[src/rtl/brk_pkg.sv]
/*
  Constants for the hardware break comparator: bus widths, size codes,
  direction codes and reset values.
  Assumes a 16-bit address bus and a 16-bit data bus on the core side.
*/
package brk_pkg;
  localparam int ADDR_W = 16;
  localparam int DATA_W = 16;
  localparam int NUM_CH = 2;
  // Access size qualifier codes
  localparam logic [1:0] SIZE_WORD = 2'h0;
  localparam logic [1:0] SIZE_HIGH = 2'h1;
  localparam logic [1:0] SIZE_LOW  = 2'h2;
  // Direction qualifier codes
  localparam logic DIR_READ  = 1'h0;
  localparam logic DIR_WRITE = 1'h1;
  localparam logic [15:0] RST_ADDR = 16'h0000;
  localparam logic [15:0] RST_DATA = 16'h0000;
endpackage : brk_pkg

[src/rtl/brk_cond_if.sv]
/*
  Carrier for one channel's programmed match condition between the top
  module and the channel matcher.
  Assumes the package brk_pkg is compiled first.
*/
`timescale 1ns/1ps
`default_nettype none
interface brk_cond_if;
  logic [15:0] addr;
  logic [15:0] data;
  logic [1:0]  size;
  logic        dir;
  logic        addr_en;
  logic        data_en;
  logic        dir_en;
  logic        hit;
  modport src (output addr, data, size, dir, addr_en, data_en, dir_en,
               input hit);
  modport cmp (input addr, data, size, dir, addr_en, data_en, dir_en,
               output hit);
endinterface : brk_cond_if
`default_nettype wire

[src/rtl/brk_match.sv]
/*
  One break channel matcher: combinational compare of the bus access
  against the programmed condition.
  Assumes bus signals already in the processor clock domain.
*/
`timescale 1ns/1ps
`default_nettype none
module brk_match #(
  parameter bit HAS_DATA = 1'b1  // Data and direction qualifiers present
) (
  brk_cond_if.cmp          cond,     // Programmed condition
  input  wire logic [15:0] i_addr,   // Core address
  input  wire logic [15:0] i_data,   // Core data
  input  wire logic        i_write   // High for write cycle
);
  wire logic       addr_ok;
  wire logic       hi_ok;
  wire logic       lo_ok;
  wire logic       data_ok;
  wire logic       dir_ok;
  wire logic       any_en;

  assign addr_ok = !cond.addr_en || (i_addr == cond.addr);
  assign hi_ok   = i_data[15:8] == cond.data[15:8];
  assign lo_ok   = i_data[7:0] == cond.data[7:0];
  // Size picks which lanes take part
  assign data_ok = !HAS_DATA || !cond.data_en ||
                   (cond.size == brk_pkg::SIZE_HIGH ? hi_ok :
                    cond.size == brk_pkg::SIZE_LOW  ? lo_ok :
                    (hi_ok && lo_ok));
  assign dir_ok  = !HAS_DATA || !cond.dir_en ||
                   (i_write == (cond.dir == brk_pkg::DIR_WRITE));
  // Channel two ignores data and direction enables
  assign any_en  = cond.addr_en ||
                   (HAS_DATA && (cond.data_en || cond.dir_en));
  assign cond.hit = any_en && addr_ok && data_ok && dir_ok;
endmodule : brk_match
`default_nettype wire

[src/rtl/hardware_break_comparator.sv]
/*
  Hardware break comparator: two break channels watching the core bus,
  issuing a one-cycle halt request in the cycle after a matching access ends.
  Assumes the core presents address, data and direction with a one-cycle
  end-of-access strobe, all on i_clk; conditions are static while armed.
*/
`timescale 1ns/1ps
`default_nettype none
module hardware_break_comparator (
  input  wire logic        i_clk,          // 100 MHz system clock
  input  wire logic        i_rst,          // Async reset, active high
  input  wire logic        i_emu_activate, // Emulator activation pulse
  input  wire logic [15:0] i_bus_addr,     // Core address bus
  input  wire logic [15:0] i_bus_data,     // Core data bus
  input  wire logic        i_bus_write,    // High on write cycle
  input  wire logic        i_bus_end,      // Last cycle of an access
  input  wire logic        i_stepping,     // Core single-stepping
  input  wire logic        i_trap_exec,    // Software trap instruction
  input  wire logic        i_load,         // Load conditions strobe
  input  wire logic [15:0] i_c1_addr,      // Channel one address
  input  wire logic [15:0] i_c1_data,      // Channel one data
  input  wire logic [1:0]  i_c1_size,      // Channel one size code
  input  wire logic        i_c1_dir,       // Channel one direction
  input  wire logic        i_c1_addr_en,   // Channel one address enable
  input  wire logic        i_c1_data_en,   // Channel one data enable
  input  wire logic        i_c1_dir_en,    // Channel one direction enable
  input  wire logic [15:0] i_c2_addr,      // Channel two address
  input  wire logic        i_c2_addr_en,   // Channel two address enable
  output logic             o_halt_req,     // One-cycle halt request
  output logic [1:0]       o_hit_ch,       // Channels that matched
  output logic             o_wdt_enable    // Watchdog allowed to run
);
  // Debug session state; leaves normal run only on activation
  typedef enum logic {
    ST_NORMAL = 1'b0,
    ST_DEBUG  = 1'b1
  } mode_e;

  brk_cond_if c1 ();
  brk_cond_if c2 ();

  mode_e              mode;
  mode_e              next_mode;
  wire  logic         armed;

  wire  logic         take_cond;
  wire  logic         blocked;
  wire  logic         qualify;
  wire  logic         fire_c1;
  wire  logic         fire_c2;
  wire  logic         fire;
  wire  logic [1:0]   next_hit_ch;

  // Next values of the programmed conditions
  wire  logic [15:0]  next_c1_addr;
  wire  logic [15:0]  next_c1_data;
  wire  logic [1:0]   next_c1_size;
  wire  logic         next_c1_dir;
  wire  logic         next_c1_addr_en;
  wire  logic         next_c1_data_en;
  wire  logic         next_c1_dir_en;
  wire  logic [15:0]  next_c2_addr;
  wire  logic         next_c2_addr_en;

  // Condition word after this edge: a load replaces it
  function automatic logic [15:0] next_word(input logic        load,
                                            input logic [15:0] value,
                                            input logic [15:0] current);
    next_word = load ? value : current;
  endfunction : next_word

  // Enable after this edge: activation clears it, a load replaces it
  function automatic logic next_enable(input logic clear,
                                       input logic load,
                                       input logic value,
                                       input logic current);
    next_enable = clear ? 1'b0 : (load ? value : current);
  endfunction : next_enable

  // Activation wins over a load in the same cycle
  assign take_cond = i_load && !i_emu_activate;

  assign next_c1_addr    = next_word(take_cond, i_c1_addr, c1.addr);
  assign next_c1_data    = next_word(take_cond, i_c1_data, c1.data);
  assign next_c1_size    = take_cond ? i_c1_size : c1.size;
  assign next_c1_dir     = take_cond ? i_c1_dir : c1.dir;
  assign next_c2_addr    = next_word(take_cond, i_c2_addr, c2.addr);
  assign next_c1_addr_en = next_enable(i_emu_activate, i_load,
                                       i_c1_addr_en, c1.addr_en);
  assign next_c1_data_en = next_enable(i_emu_activate, i_load,
                                       i_c1_data_en, c1.data_en);
  assign next_c1_dir_en  = next_enable(i_emu_activate, i_load,
                                       i_c1_dir_en, c1.dir_en);
  assign next_c2_addr_en = next_enable(i_emu_activate, i_load,
                                       i_c2_addr_en, c2.addr_en);

  // Channel one match values; activation keeps them
  always_ff @(posedge i_clk or posedge i_rst) begin
    if (i_rst) begin
      c1.addr <= brk_pkg::RST_ADDR;
      c1.data <= brk_pkg::RST_DATA;
      c1.size <= brk_pkg::SIZE_WORD;
      c1.dir  <= brk_pkg::DIR_READ;
    end else begin
      c1.addr <= next_c1_addr;
      c1.data <= next_c1_data;
      c1.size <= next_c1_size;
      c1.dir  <= next_c1_dir;
    end
  end

  // Channel one qualifier enables, cleared on activation
  always_ff @(posedge i_clk or posedge i_rst) begin
    if (i_rst) begin
      c1.addr_en <= 1'b0;
      c1.data_en <= 1'b0;
      c1.dir_en  <= 1'b0;
    end else begin
      c1.addr_en <= next_c1_addr_en;
      c1.data_en <= next_c1_data_en;
      c1.dir_en  <= next_c1_dir_en;
    end
  end

  // Channel two address condition
  always_ff @(posedge i_clk or posedge i_rst) begin
    if (i_rst) begin
      c2.addr    <= brk_pkg::RST_ADDR;
      c2.addr_en <= 1'b0;
    end else begin
      c2.addr    <= next_c2_addr;
      c2.addr_en <= next_c2_addr_en;
    end
  end

  // Channel two has no data or direction path
  assign c2.data = brk_pkg::RST_DATA;
  assign c2.size = brk_pkg::SIZE_WORD;
  assign c2.dir = brk_pkg::DIR_READ;
  assign c2.data_en = 1'b0;
  assign c2.dir_en = 1'b0;

  brk_match #(.HAS_DATA(1'b1)) u_ch1 (
    .cond    (c1),
    .i_addr  (i_bus_addr),
    .i_data  (i_bus_data),
    .i_write (i_bus_write)
  );
  brk_match #(.HAS_DATA(1'b0)) u_ch2 (
    .cond    (c2),
    .i_addr  (i_bus_addr),
    .i_data  (i_bus_data),
    .i_write (i_bus_write)
  );

  // Session stays in debug until reset; breaks armed only there
  always_comb begin
    next_mode = mode;
    case (mode)
      ST_NORMAL: begin
        if (i_emu_activate) begin
          next_mode = ST_DEBUG;
        end
      end
      ST_DEBUG: begin
        next_mode = ST_DEBUG;
      end
      default: begin
        next_mode = ST_NORMAL;
      end
    endcase
  end

  assign armed = (mode == ST_DEBUG);

  always_ff @(posedge i_clk or posedge i_rst) begin
    if (i_rst) begin
      mode <= ST_NORMAL;
    end else begin
      mode <= next_mode;
    end
  end

  // Watchdog kept off once the emulator takes over
  always_ff @(posedge i_clk or posedge i_rst) begin
    if (i_rst) begin
      o_wdt_enable <= 1'b1;
    end else begin
      o_wdt_enable <= (next_mode == ST_NORMAL);
    end
  end

  // Stepping or a software trap masks every channel
  assign blocked     = i_stepping || i_trap_exec;
  assign qualify     = armed && i_bus_end && !blocked;
  assign fire_c1     = qualify && c1.hit;
  assign fire_c2     = qualify && c2.hit;
  assign fire        = fire_c1 || fire_c2;
  assign next_hit_ch = {fire_c2, fire_c1};

  // Halt request for one cycle after the matching access
  always_ff @(posedge i_clk or posedge i_rst) begin
    if (i_rst) begin
      o_halt_req <= 1'b0;
      o_hit_ch   <= 2'h0;
    end else begin
      o_halt_req <= fire;
      o_hit_ch   <= next_hit_ch;
    end
  end
endmodule : hardware_break_comparator
`default_nettype wire

[config.mk]
export PLATFORM = sky130hd
export DESIGN_NAME = hardware_break_comparator
export DESIGN_NICKNAME = d
export VERILOG_FILES = /design/src/rtl/brk_pkg.sv /design/src/rtl/brk_cond_if.sv /design/src/rtl/brk_match.sv /design/src/rtl/hardware_break_comparator.sv
export SDC_FILE = /design/constraint.sdc
export NUM_CORES = 1
export LEC_CHECK = 0
export BUFFER_PORTS_ARGS = -buffer_cell sky130_fd_sc_hd__clkbuf_2
export CORE_ASPECT_RATIO = 0.75
export CORE_MARGIN = 1.5
export CORE_UTILIZATION = 55
export CTS_BUF_LIST = sky130_fd_sc_hd__clkbuf_4 sky130_fd_sc_hd__clkbuf_8
export DETAILED_ROUTE_END_ITERATION = 16
export GPL_ROUTABILITY_DRIVEN = 0
export GPL_TIMING_DRIVEN = 0
export PLACE_DENSITY_LB_ADDON = 0.2
export SLEW_MARGIN = 20
export SYNTH_ARGS = -nofsm -noshare
export SYNTH_HDL_FRONTEND = slang
export SYNTH_SLANG_ARGS = --single-unit
[constraint.sdc]
create_clock -name i_clk -period 3.6 [get_ports i_clk]
set_input_delay 0.54 -clock i_clk [delete_from_list [all_inputs] [get_ports i_clk]]
set_output_delay 0.54 -clock i_clk [all_outputs]
set_load 0.005 [all_outputs]
==> flow_metrics.env <==
export IMPL_max_cap_violations=0
export IMPL_firstDrtPassIters=10
export IMPL_failed_checks="design-rule violations"
export IMPL_placed_area_mm2=0.00340
export IMPL_portBuffers=97
export IMPL_setup_worst_path_class="register to register"
export IMPL_post_cts_resize_count=0
export IMPL_cp_required_ns=3.86
export IMPL_clock_path_buffers=2
export IMPL_syn2layout_area_growth_pct=27.9
export IMPL_ys_seq_area_share_pct=53.5
export IMPL_power_density_mw_per_mm2=468
export IMPL_die_w_um=85.5
export IMPL_finalWorstSetupSlack_ns=1.99
export IMPL_yosysWarnings=0
export IMPL_cts_tree="yes"
export IMPL_start_util_pct=57.4
export IMPL_hold_viol_final=0
export IMPL_routedWlPerCell_um=15.0
export IMPL_core_area_mm2=0.00490
export IMPL_synth_nets=302
export IMPL_overflow=0
export IMPL_finClkSkew_ns=0.00582
export IMPL_leakagePower_nw=1.70
export IMPL_netlist_area_mm2=0.00281
export IMPL_min_period_ns=1.61
export IMPL_die_height_um=64.9
export IMPL_fin_total_pwr_mw=1.68
export IMPL_drt_iter0_markers=77
export IMPL_clock_latency_ns=0.33
export IMPL_final_cell_mix="97 x clkbuf_2, 59 x dfrtp_1, 42 x mux2_2, 28 x xnor2_1, 21 x xor2_1"
export IMPL_wl_um=5730
export IMPL_final_setup_viol_count=0
export IMPL_grt_usage_pct=23.5
export IMPL_slew_violations=0
export IMPL_vias=1957
export IMPL_final_area_mm2=0.00359
export IMPL_dp_cells=365
export IMPL_cp_arrival_ns=1.87
export IMPL_cts_root_buffer="clkbuf_8"
export IMPL_io_pins=99
export IMPL_cts_hold_buf=0
export IMPL_layout_drive_gt1_share_pct=52.0
export IMPL_fin_nets=411
export IMPL_ir_drop_mv=0.327
export IMPL_post_drt_via_cell_ratio=5.14
export IMPL_end_kind="register"
export IMPL_cts_setup_buffers=0
export IMPL_postRouteAntennaNets=0
export IMPL_antennaDiodeCount=0
export IMPL_worstPathMaxFanout=2
export IMPL_rsz0062_at_grt="no"
export IMPL_yosys_register_bits=60
export IMPL_clock_fmax_ghz=0.620
export IMPL_place_detailed_hpwl_um=4490
export IMPL_finalNonFillerCells=381
export IMPL_dieArea_mm2=0.00555
export IMPL_ys_types=25
export IMPL_min_path_type="input port to asynchronous set/reset pin"
export IMPL_cp_start_kind="register"
export IMPL_cts_sinks=60
export IMPL_worst_pin_slew_ns=0.483
export IMPL_setup_tns_ns=0
export IMPL_grt_pass1_vias=2128
export IMPL_antenna_found_initial=0
export IMPL_fin_hold_ws_ns=0.0687
export IMPL_syn_avg_cell_area_um2=13.6
export IMPL_period_share_pct=44.8
export IMPL_clkTransAtPathRegs_ns=0.06
export IMPL_rows=22
export IMPL_grt_pass1_wl_um=9570
export IMPL_route_detailed_drc=6
export IMPL_grt_max_degree=57
export IMPL_htreeDepth=3
export IMPL_synthCells=207
export IMPL_dp_worst_setup_slack_ns=1.71
export IMPL_utilization_pct=73.3
export IMPL_layout_commonest_cell="clkbuf_2"
export IMPL_cts_made_buffers=9
export IMPL_max_slew_margin_pct=67.5
export IMPL_outcome="finished, violations left"
## where the power goes
| group | switching, mW | internal (mW) |
|---|---|---|
| clock network | 0.234 | 0.329 |
| logic | 0.117 | 0.179 |
| registers | 0.0595 | 0.763 |
| total | 0.411 | 1.27 |
## path summary, 6_finish.rpt
check / startpoint / end / slack [ns] / depth (start not counted)
worst max-delay path: c2.addr[6]$_DFFE_PP0P_ / o_halt_req$_DFF_PP0_ / 1.99 / 5
worst min-delay path: i_rst / c1.data[4]$_DFFE_PP0P_ / 0.07 / 2
worst max register to register: c2.addr[6]$_DFFE_PP0P_ / o_halt_req$_DFF_PP0_ / 1.99 / 5
worst min register to register: armed$_DFF_PP0_ / o_wdt_enable$_DFF_PP1_ / 0.49 / 2
max in group asynchronous: i_rst / o_wdt_enable$_DFF_PP1_ / 3.02 / 3
min in group i_clk: i_c2_addr[15] / c2.addr[15]$_DFFE_PP0P_ / 0.42 / 2
## per-layer routing
layer / vias up / track usage [%] / wire, um
met5: - / 0 / 0
met4: 0 / 7.66 / 61
met3: 6 / 10.8 / 420
met2: 66 / 38.8 / 2770
met1: 951 / 27.5 / 2480
li1: 934 / - / -
## cell type report
type,count,area (um^2)
Clock inverter,1,5.00
Sequential cell,60,1500
Inverter,3,13.8
Fill cell,375,1310
Buffer,7,66.3
Timing Repair Buffer,98,513
Clock buffer,15,188
Multi-Input combinational cell,137,1230
Tap cell,60,75.1
## synth_stat cells, drive strengths merged
master / number / area, um^2
dfrtp: 59 / 1480
mux2: 50 / 563
xnor2: 28 / 245
xor2: 21 / 184
buf: 7 / 66.3
nand4: 7 / 43.8
nor2: 5 / 18.8
nor4: 5 / 31.3
mux2i: 4 / 40.0
inv: 3 / 11.3
nand2: 3 / 11.3
nor3: 3 / 20.0
nand3: 2 / 10.0
o41ai: 2 / 17.5
a21oi: 1 / 5.00
a31oi: 1 / 6.26
dfstp: 1 / 26.3
nor2b: 1 / 6.26
o21ai: 1 / 5.00
o21bai: 1 / 7.51
o2bb2ai: 1 / 8.76
or2: 1 / 6.26
## cells by family after synthesis
| family | share of synthesized area [%] |
|---|---|
| DFF | 53.5 |
| muxes | 21.5 |
| xor gates and xnor gates | 15.3 |
| and+or+nand+nor | 5.25 |
| buffers and inverters | 2.76 |
| AOI/OAI and AO/OA | 1.78 |
## flip-flops by register name, indices dropped and copies added (netlist names), 2 cells and up
name      count
o_hit_ch      2
c2.addr      16
c1.size       2
c1.data      16
c1.addr      16
## worst max-delay path: stages (launching register included)
cell	delay, ns
dfrtp_1	0.39
xor2_1	0.16
nor4_1	0.46
nand3_1	0.18
nor3_2	0.22
o21bai_1	0.13
No activity file was read; power rests on OpenSTA's default activity.
